File: config.mk
export PLATFORM = sky130hd
export DESIGN_NAME = port_select_freq_counter_regs
export DESIGN_NICKNAME = d
export VERILOG_FILES = /design/src/psfc_pkg.sv /design/src/meter_if.sv /design/src/port_select_freq_counter_regs.sv /design/src/pixel_freq_meter.sv
export VERILOG_INCLUDE_DIRS = /design/src
export SDC_FILE = /design/constraint.sdc
export NUM_CORES = 1
export LEC_CHECK = 0
export ABC_AREA = 0
export BUFFER_PORTS_ARGS = -buffer_cell sky130_fd_sc_hd__buf_2
export CAP_MARGIN = 10
export CORE_UTILIZATION = 66
export DETAILED_ROUTE_END_ITERATION = 10
export PLACE_DENSITY_LB_ADDON = 0.2
export SETUP_SLACK_MARGIN = 0.15
export SYNTH_ARGS = -nofsm -noshare
export SYNTH_HDL_FRONTEND = slang
export SYNTH_HIERARCHICAL = 1
export SYNTH_SLANG_ARGS = --single-unit
export TNS_END_PERCENT = 10
File: constraint.sdc
create_clock -name clk -period 5.7 [get_ports clk]
set_clock_uncertainty 0.15 [all_clocks]
set_input_delay 1.14 -clock clk [delete_from_list [all_inputs] [get_ports clk]]
set_output_delay 1.14 -clock clk [all_outputs]
set_load 0.02 [all_outputs]
File: src/psfc_map.svh
// register offsets, field positions, reset values and timing figures for
// the port steering / pixel frequency meter register slice.
// assumes a single 25 MHz clock that is also the oscillator used for timing.
`ifndef PSFC_MAP_SVH
`define PSFC_MAP_SVH

// ************************************************************
// register offsets
// ************************************************************
`define REG_PIN_STATUS   8'h1D
`define REG_PORT_STEER   8'h1E
`define REG_FREQ_METER   8'h1F
`define REG_FAR_CAPS     8'h20

// ************************************************************
// reset values and masks
// ************************************************************
`define STEER_RESET      8'h01
`define STEER_WR_MASK    8'h07
`define CAPS_RESET       8'h00
`define CAPS_WR_MASK     8'hBF
`define CAPS_AUTO_MASK   8'h3F
`define FREQ_RESET       8'h00
`define FREQ_SATURATE    8'hFF

// ************************************************************
// field positions
// ************************************************************
`define BIT_PRIMARY_PICK    0
`define BIT_SECONDARY_PICK  1
`define BIT_SECOND_ADDR     2
`define BIT_FREQ_TRAIN      5
`define BIT_HOLD_CAPS       7

// ************************************************************
// timing
// ************************************************************
`define OSC_PERIOD_NS    40
`define CLK_PERIOD_NS    40
`define OSC_TICK_CYCLES  ((`OSC_PERIOD_NS + `CLK_PERIOD_NS - 1) / `CLK_PERIOD_NS)
`define BYTE_BITS        4'h8

`endif

File: src/psfc_pkg.sv
// types shared by the register slice and its frequency meter.
// assumes psfc_map.svh supplies the numeric constants.
package psfc_pkg;

  typedef enum logic [2:0]
  {
    S_IDLE,
    S_ADDR,
    S_ACK,
    S_WBYTE,
    S_RBYTE,
    S_RACK
  } i2c_state_e;

  typedef struct packed
  {
    logic             scl_m;
    logic             scl_s;
    logic             scl_p;
    logic             sda_m;
    logic             sda_s;
    logic             sda_p;
    logic             gp_m;
    logic             gp_s;
    logic [6:0]       addr_m;
    logic [6:0]       addr_s;
    i2c_state_e       st;
    logic [3:0]       bits;
    logic [7:0]       sh;
    logic             rd;
    logic             sec_hit;
    logic             ptr_ok;
    logic [7:0]       ptr;
    logic             sda_oe;
    logic             sda_o;
    logic [7:0]       steer;
    logic [1:0][7:0]  caps;
    logic             fc_start;
    logic [7:0]       fc_val;
  } regs_s;

  typedef struct packed
  {
    logic             pclk_m;
    logic             pclk_s;
    logic             pclk_p;
    logic [15:0]      timer;
    logic [7:0]       count;
    logic             busy;
  } meter_s;

endpackage

File: src/meter_if.sv
// carrier between the register slice and its pixel frequency meter.
// assumes both ends run on the same clock.
`timescale 1ns/1ps
interface meter_if;
  logic       start;
  logic [7:0] interval;
  logic [7:0] count;
  logic       busy;

  modport ctrl (output start, output interval, input count, input busy);
  modport meter (input start, input interval, output count, output busy);
endinterface

File: src/port_select_freq_counter_regs.sv
// i2c slave holding the port steering, pin status, pixel frequency meter
// and far-end capability registers of a video serializer.
// assumes scl/sda/pin inputs are asynchronous; back-channel inputs are on clk.
`timescale 1ns/1ps
`include "psfc_map.svh"
module port_select_freq_counter_regs
  import psfc_pkg::*;
(
  input  wire logic        clk,                    // 25 MHz oscillator clock
  input  wire logic        nrst,                   // async reset, active low
  input  wire logic        scl_i,                  // i2c clock pin
  input  wire logic        sda_i,                  // i2c data pin level
  output logic             sda_o,                  // i2c data drive value (low)
  output logic             sda_oe,                 // i2c data drive enable
  input  wire logic [6:0]  own_bus_address,        // 7-bit primary address strap
  input  wire logic        gp_pin_eight,           // general purpose pin eight
  input  wire logic        pin_input_mode,         // pin eight is an input
  input  wire logic        pixel_clk_pin,          // pixel clock pin
  input  wire logic [1:0]  far_lock,               // far receiver lock per port
  input  wire logic [15:0] far_caps,               // back-channel caps, port1:port0
  output logic [1:0]       freq_training_request   // send training pattern per port
);

  // ************************************************************
  // state and helpers
  // ************************************************************
  regs_s       cur;
  regs_s       nxt;
  logic        scl_rise;
  logic        scl_fall;
  logic        bus_start;
  logic        bus_stop;
  logic        hit_primary;
  logic        hit_second;
  logic        rd_port;
  logic [1:0]  wr_ports;
  logic [7:0]  rd_data;
  logic [6:0]  second_addr;

  meter_if     mtr ();

  pixel_freq_meter u_meter
  (
    .clk      (clk),
    .nrst     (nrst),
    .pclk_pin (pixel_clk_pin),
    .mtr      (mtr)
  );

  assign mtr.start    = cur.fc_start;
  assign mtr.interval = cur.fc_val;

  // ************************************************************
  // bus events
  // ************************************************************
  // only the second synchroniser stage and its delayed copy are looked at
  assign scl_rise  = cur.scl_s & ~cur.scl_p;
  assign scl_fall  = ~cur.scl_s & cur.scl_p;
  assign bus_start = cur.scl_s & cur.scl_p & cur.sda_p & ~cur.sda_s;
  assign bus_stop  = cur.scl_s & cur.scl_p & ~cur.sda_p & cur.sda_s;

  // ************************************************************
  // address match and port steering
  // ************************************************************
  assign second_addr = 7'(cur.addr_s + 7'h01);
  assign hit_primary = (cur.sh[7:1] == cur.addr_s);
  assign hit_second  = cur.steer[`BIT_SECOND_ADDR]
                       && (cur.sh[7:1] == second_addr);

  always_comb
  begin
    if (cur.steer[`BIT_SECOND_ADDR])
    begin
      // picks are ignored; the address alone names the port
      rd_port  = cur.sec_hit;
      wr_ports = {cur.sec_hit, ~cur.sec_hit};
    end
    else
    begin
      // port one wins a read when both picks are set
      rd_port  = cur.steer[`BIT_SECONDARY_PICK];
      wr_ports = {cur.steer[`BIT_SECONDARY_PICK],
                  cur.steer[`BIT_PRIMARY_PICK]};
    end
  end

  // ************************************************************
  // read data
  // ************************************************************
  always_comb
  begin
    case (cur.ptr)
      // level is reported only while the pin is configured as input
      `REG_PIN_STATUS: rd_data = {7'h00, cur.gp_s & pin_input_mode};
      `REG_PORT_STEER: rd_data = cur.steer & `STEER_WR_MASK;
      `REG_FREQ_METER: rd_data = mtr.count;
      `REG_FAR_CAPS:   rd_data = cur.caps[rd_port];
      default:         rd_data = 8'h00;
    endcase
  end

  // ************************************************************
  // next state
  // ************************************************************
  always_comb
  begin
    nxt          = cur;
    nxt.fc_start = 1'b0;
    nxt.scl_m    = scl_i;
    nxt.scl_s    = cur.scl_m;
    nxt.scl_p    = cur.scl_s;
    nxt.sda_m    = sda_i;
    nxt.sda_s    = cur.sda_m;
    nxt.sda_p    = cur.sda_s;
    nxt.gp_m     = gp_pin_eight;
    nxt.gp_s     = cur.gp_m;
    nxt.addr_m   = own_bus_address;
    nxt.addr_s   = cur.addr_m;

    // back-channel load comes first so a software write in the same
    // cycle wins over it
    for (int p = 0; p < 2; p++)
    begin
      if (far_lock[p] && !cur.caps[p][`BIT_HOLD_CAPS])
        nxt.caps[p] = (cur.caps[p] & ~`CAPS_AUTO_MASK)
                      | (far_caps[p*8 +: 8] & `CAPS_AUTO_MASK);
    end

    if (bus_start)
    begin
      nxt.st     = S_ADDR;
      nxt.bits   = 4'h0;
      nxt.ptr_ok = 1'b0;
      nxt.sda_oe = 1'b0;
    end
    else if (bus_stop)
    begin
      nxt.st     = S_IDLE;
      nxt.sda_oe = 1'b0;
    end
    else
    begin
      case (cur.st)
        S_IDLE:
        begin
          nxt.sda_oe = 1'b0;
        end
        S_ADDR, S_WBYTE:
        begin
          if (scl_rise)
          begin
            nxt.sh   = {cur.sh[6:0], cur.sda_s};
            nxt.bits = 4'(cur.bits + 4'h1);
          end
          else if (scl_fall && cur.bits == `BYTE_BITS)
          begin
            if (cur.st == S_ADDR)
            begin
              if (hit_primary || hit_second)
              begin
                nxt.rd      = cur.sh[0];
                nxt.sec_hit = hit_second && !hit_primary;
                nxt.sda_oe  = 1'b1;
                nxt.st      = S_ACK;
              end
              else
                nxt.st = S_IDLE;
            end
            else
            begin
              nxt.sda_oe = 1'b1;
              nxt.st     = S_ACK;
              if (!cur.ptr_ok)
              begin
                nxt.ptr    = cur.sh;
                nxt.ptr_ok = 1'b1;
              end
              else
              begin
                case (cur.ptr)
                  `REG_PORT_STEER:
                  begin
                    nxt.steer = cur.sh & `STEER_WR_MASK;
                  end
                  `REG_FREQ_METER:
                  begin
                    nxt.fc_start = 1'b1;
                    nxt.fc_val   = cur.sh;
                  end
                  `REG_FAR_CAPS:
                  begin
                    for (int p = 0; p < 2; p++)
                    begin
                      if (wr_ports[p])
                        nxt.caps[p] = cur.sh & `CAPS_WR_MASK;
                    end
                  end
                  default:
                  begin
                  end
                endcase
                nxt.ptr = 8'(cur.ptr + 8'h01);
              end
            end
          end
        end
        S_ACK:
        begin
          if (scl_fall)
          begin
            nxt.bits = 4'h0;
            if (cur.rd)
            begin
              nxt.sh     = rd_data;
              nxt.ptr    = 8'(cur.ptr + 8'h01);
              nxt.sda_oe = ~rd_data[7];
              nxt.st     = S_RBYTE;
            end
            else
            begin
              nxt.sda_oe = 1'b0;
              nxt.st     = S_WBYTE;
            end
          end
        end
        S_RBYTE:
        begin
          if (scl_rise)
            nxt.bits = 4'(cur.bits + 4'h1);
          else if (scl_fall)
          begin
            if (cur.bits == `BYTE_BITS)
            begin
              nxt.sda_oe = 1'b0;
              nxt.st     = S_RACK;
            end
            else
            begin
              nxt.sh     = {cur.sh[6:0], 1'b0};
              nxt.sda_oe = ~cur.sh[6];
            end
          end
        end
        S_RACK:
        begin
          // a nack from the host ends the read; its stop follows
          if (scl_rise && cur.sda_s)
            nxt.st = S_IDLE;
          else if (scl_fall)
          begin
            nxt.bits   = 4'h0;
            nxt.sh     = rd_data;
            nxt.ptr    = 8'(cur.ptr + 8'h01);
            nxt.sda_oe = ~rd_data[7];
            nxt.st     = S_RBYTE;
          end
        end
        default:
        begin
          nxt.st     = S_IDLE;
          nxt.sda_oe = 1'b0;
        end
      endcase
    end
  end

  // ************************************************************
  // state register
  // ************************************************************
  always_ff @(posedge clk or negedge nrst)
  begin
    if (!nrst)
    begin
      cur         <= '0;
      cur.scl_m   <= 1'b1;
      cur.scl_s   <= 1'b1;
      cur.scl_p   <= 1'b1;
      cur.sda_m   <= 1'b1;
      cur.sda_s   <= 1'b1;
      cur.sda_p   <= 1'b1;
      cur.st      <= S_IDLE;
      cur.steer   <= `STEER_RESET;
      cur.caps    <= {`CAPS_RESET, `CAPS_RESET};
      cur.fc_val  <= `FREQ_RESET;
    end
    else
      cur <= nxt;
  end

  // ************************************************************
  // outputs
  // ************************************************************
  assign sda_o  = cur.sda_o;
  assign sda_oe = cur.sda_oe;
  assign freq_training_request = {cur.caps[1][`BIT_FREQ_TRAIN],
                                  cur.caps[0][`BIT_FREQ_TRAIN]};

endmodule // port_select_freq_counter_regs

File: src/pixel_freq_meter.sv
// counts pixel clock edges over a window timed in oscillator periods.
// assumes clk is the oscillator and the pixel clock pin is asynchronous.
`timescale 1ns/1ps
`include "psfc_map.svh"
module pixel_freq_meter
  import psfc_pkg::*;
(
  input  wire logic  clk,        // oscillator clock
  input  wire logic  nrst,       // async reset, active low
  input  wire logic  pclk_pin,   // raw pixel clock pin
  meter_if.meter     mtr         // start / count exchange
);

  meter_s cur;
  meter_s nxt;
  logic   pclk_edge;

  // edges are found after a two-stage synchroniser, so only pixel clocks
  // below half the oscillator rate are counted faithfully
  assign pclk_edge = cur.pclk_s & ~cur.pclk_p;

  always_comb
  begin
    nxt        = cur;
    nxt.pclk_m = pclk_pin;
    nxt.pclk_s = cur.pclk_m;
    nxt.pclk_p = cur.pclk_s;
    if (mtr.start)
    begin
      nxt.count = `FREQ_RESET;
      nxt.timer = 16'(mtr.interval * `OSC_TICK_CYCLES);
      nxt.busy  = (mtr.interval != 8'h00);
    end
    else if (cur.busy)
    begin
      if (pclk_edge && cur.count != `FREQ_SATURATE)
        nxt.count = 8'(cur.count + 8'h01);
      nxt.timer = 16'(cur.timer - 16'h0001);
      if (cur.timer == 16'h0001)
        nxt.busy = 1'b0;
    end
  end

  always_ff @(posedge clk or negedge nrst)
  begin
    if (!nrst)
      cur <= '0;
    else
      cur <= nxt;
  end

  assign mtr.count = cur.count;
  assign mtr.busy  = cur.busy;

endmodule // pixel_freq_meter

==> metrics.md <==
| Metric | Value |
|---|---|
| Routability cong. | `0.896` |
| First-pass GRT wire length | `19000 µm` |
| Ports | `36` |
| Hpwl dp | `around 8000 µm` |
| Total negative slack | `0 ns` |
| Die H | `93.5 µm` |
| TritonCTS clock tree | `done` |
| Core area | `8180 µm²` |
| Maximum clock path buffer count | `2` |
| Req. time, crit path | `5.82 ns` |
| Vias post-DR | `4122` |
| Cell Pwr Density | `around 260 nW/µm²` |
| Post-CTS Resized | `0` |
| Max-cap viol count | `0` |
| Period Utilization, post-route | `0.485` |
| Htree depth | `3` |
| Worst-path fanout max | `13` |
| Seq/Total Area, Yosys | `0.468` |
| Initial DRT Pass Iterations | `5` |
| I/O Buffers | `30` |
| Area growth, synth to finish | `4.73%` |
| Syn Nets | `around 590` |
| Final hold violation count | `0` |
| Synth Cell Area | `5530 µm²` |
| CTS sink cnt | `~100` |
| Root Buffer | `clkbuf_8` |
| Post-route minimum period | `2.77 ns` |
| Setup CP Type | `flip-flop to flip-flop` |
| Largest net degree at the start of global routing | `61` |
| Vias per cell | `6.23` |
| GRT overflow | `0` |
| Syn. warnings | `6` |
| DR WL/cell | `17.3 µm` |
| Synth unique cells | `69` |
| Synth top area cells | `dfrtp_1 43%, o21ai_0 5.3%, mux2i_1 4.7%, nand2_1 3.7%, dfstp_2 3.3%` |
| Initial antenna violation count | `0` |
| Share of cells above drive strength 1 | `0.163` |
| DIE WIDTH | `93.5 µm` |
| Postcts setup bufs | `0` |
| RSZ-0062 raised after global routing | `false` |
| Worst slew margin | `0.283` |
| Placed cell area | `5590 µm²` |
| Startpoint Class | `flip-flop` |
| Syn avg cell area | `10.1 µm²` |
| CTS clk-pin slew, worst paths | `roughly 0.11 ns` |
| Number of global-route vias before repair | `3950` |
| Site Rows | `33` |
| DRC viols | `0` |
| Cell taking the most area after synthesis | `dfrtp_1` |
| CP Capture Type | `flip-flop` |
| Diode count | `0` |
| DIE AREA | `8740 µm²` |
| Design Area, Final | `5790 µm²` |
| Maximum clock frequency | `0.362 GHz` |
| 1st-iter DRT viols | `302` |
| #FFs+latches synth | `103` |
| Status | `finished, final reports clean` |
| Tightest Pin Transition | `1.08 ns` |
| Hold Crit Class | `flip-flop to flip-flop` |
| Total track usage | `0.284` |
| Worst EP arrival | `2.89 ns` |
| Leading cell type in the layout, fill and taps excluded | `dfrtp_1` |
| Fillers | `621` |
| Final setup violating endpoints | `0` |
| Starting Density | `0.676` |
| Nets@finish | `a little under 600` |
| Most frequent cells in the layout | `96 x dfrtp_1, 59 x o21ai_0, 54 x nand2_1` |
| Post-Synthesis Cells | `547` |
| Synth top area share | `0.435` |
| Max Slew Vio Count | `0` |
| Pleak | `2.57 nW` |
| Synth async-reset ratio | `1.00` |
| Synth Flop Type | `dfrtp_1` |
| Worst vdd ir | `between 0.2 and 0.25 mV` |
| Clk_lat worst skew | `roughly 0.38 ns` |
| Number of buffers created by CTS | `9` |
| Hold-fix buffers, CTS | `0` |
| Routed Antenna Nets | `0` |
| Number of synthesized flops with an enable pin | `0` |
| Detailed Route WL | `11500 µm` |
-- per-stage QoR --
stage | utilization | cells | hold WS, ns | setup WS (ns) | power (W)
2_1_floorplan | - | 547 | 0.181 | 3.42 | 0.00102
3_3_place_gp | 0.684 | 646 | 0.182 | 3.00 | 0.00107
3_5_place_dp | 0.684 | 646 | 0.185 | 2.97 | 0.00108
4_1_cts | 0.708 | 662 | 0.211 | 2.94 | 0.00153
5_1_grt | 0.708 | 662 | 0.218 | 2.77 | 0.00160
6_report | 0.708 | 662 | 0.208 | 2.93 | 0.00152
-- registers in the layout, indices dropped and copies added, names as in the netlist --
signal	cells
cur	63
freq_training_request	2
mtr.interval	8
mtr.start	1
sda_oe	1
u_meter/cur	19
u_meter/mtr.busy	1
u_meter/mtr.count	8
-- final cells by class --
| type | instances | area (µm²) | area share |
|---|---|---|---|
| multi-input cells | 392 | 2660 | 0.459 |
| flip-flops and latches | 103 | 2590 | 0.447 |
| repair buffers | 31 | 160 | 0.0277 |
| well taps | 105 | 131 | 0.0227 |
| clock buffers | 9 | 124 | 0.0214 |
| clock inverters | 7 | 70.1 | 0.0121 |
| inverters | 15 | 56.3 | 0.00973 |
-- cell usage after synthesis, drive strengths merged, types with 2 or more instances --
cell	instances
a31oi	4
nand2	56
dfstp	7
or3	5
buf	30
o31ai	3
or4	7
nand4	9
nor3b	5
nor2	30
a22o	2
nand3	16
clkbuf	7
o22ai	3
a22oi	8
nand3b	4
mux2i	27
inv	15
o21ai	66
nand4b	3
xnor2	12
nand2b	8
xor2	17
dfrtp	96
o21a	4
nor3	10
nor4	7
mux2	16
ha	10
and2	4
a21oi	22
nor2b	9
and3	7
-- worst paths after layout --
kind	startpoint	end	slack, ns	cells after the start
worst max-delay path	cur[54]	cur[16]	2.93	7
worst min-delay path	cur[69]	cur[62]	0.21	0
worst max register to register	cur[54]	cur[16]	2.93	7
worst min register to register	cur[69]	cur[62]	0.21	0
max in group asynchronous	nrst	mtr.interval[4]	3.70	2
min in group asynchronous	nrst	u_meter/cur[17]	0.66	1
-- power breakdown --
| group | leakage (nW) | internal (W) | switching [W] |
|---|---|---|---|
| logic | 1.13 | 0.0000939 | 0.000104 |
| registers | 1.33 | 0.000779 | 0.0000929 |
| clock network | 0.101 | 0.000173 | 0.000279 |
-- routing by layer --
layer | wire (µm) | vias to the layer above | global-route usage
li1 | - | 1946 | -
met1 | 5310 | 2025 | 0.395
met2 | 5350 | 124 | 0.449
met3 | 568 | 27 | 0.0569
met4 | 244 | 0 | 0.0897
met5 | 0 | - | 0
-- worst max-delay path, stage by stage, from the launching register on --
cell and delay, ns:
dfrtp_1 0.44, inv_1 0.08, ha_1 0.17, nand3b_1 0.21, nor3_4 0.37, nand3_2 0.20, nor4_4 0.65, mux2_1 0.38
-- logic make-up after synthesis --
kind of cell             share of synthesized area
AND/OR/NAND/NOR                              0.193
other                                     0.000679
multiplexers                                0.0838
AO/OA/AOI/OAI                                0.135
flip-flops                                   0.468
buffers and inverters                       0.0507
adder cells (fa/ha/maj)                     0.0226
XOR/XNOR                                    0.0460
No activity file was read; power rests on OpenSTA's default activity.
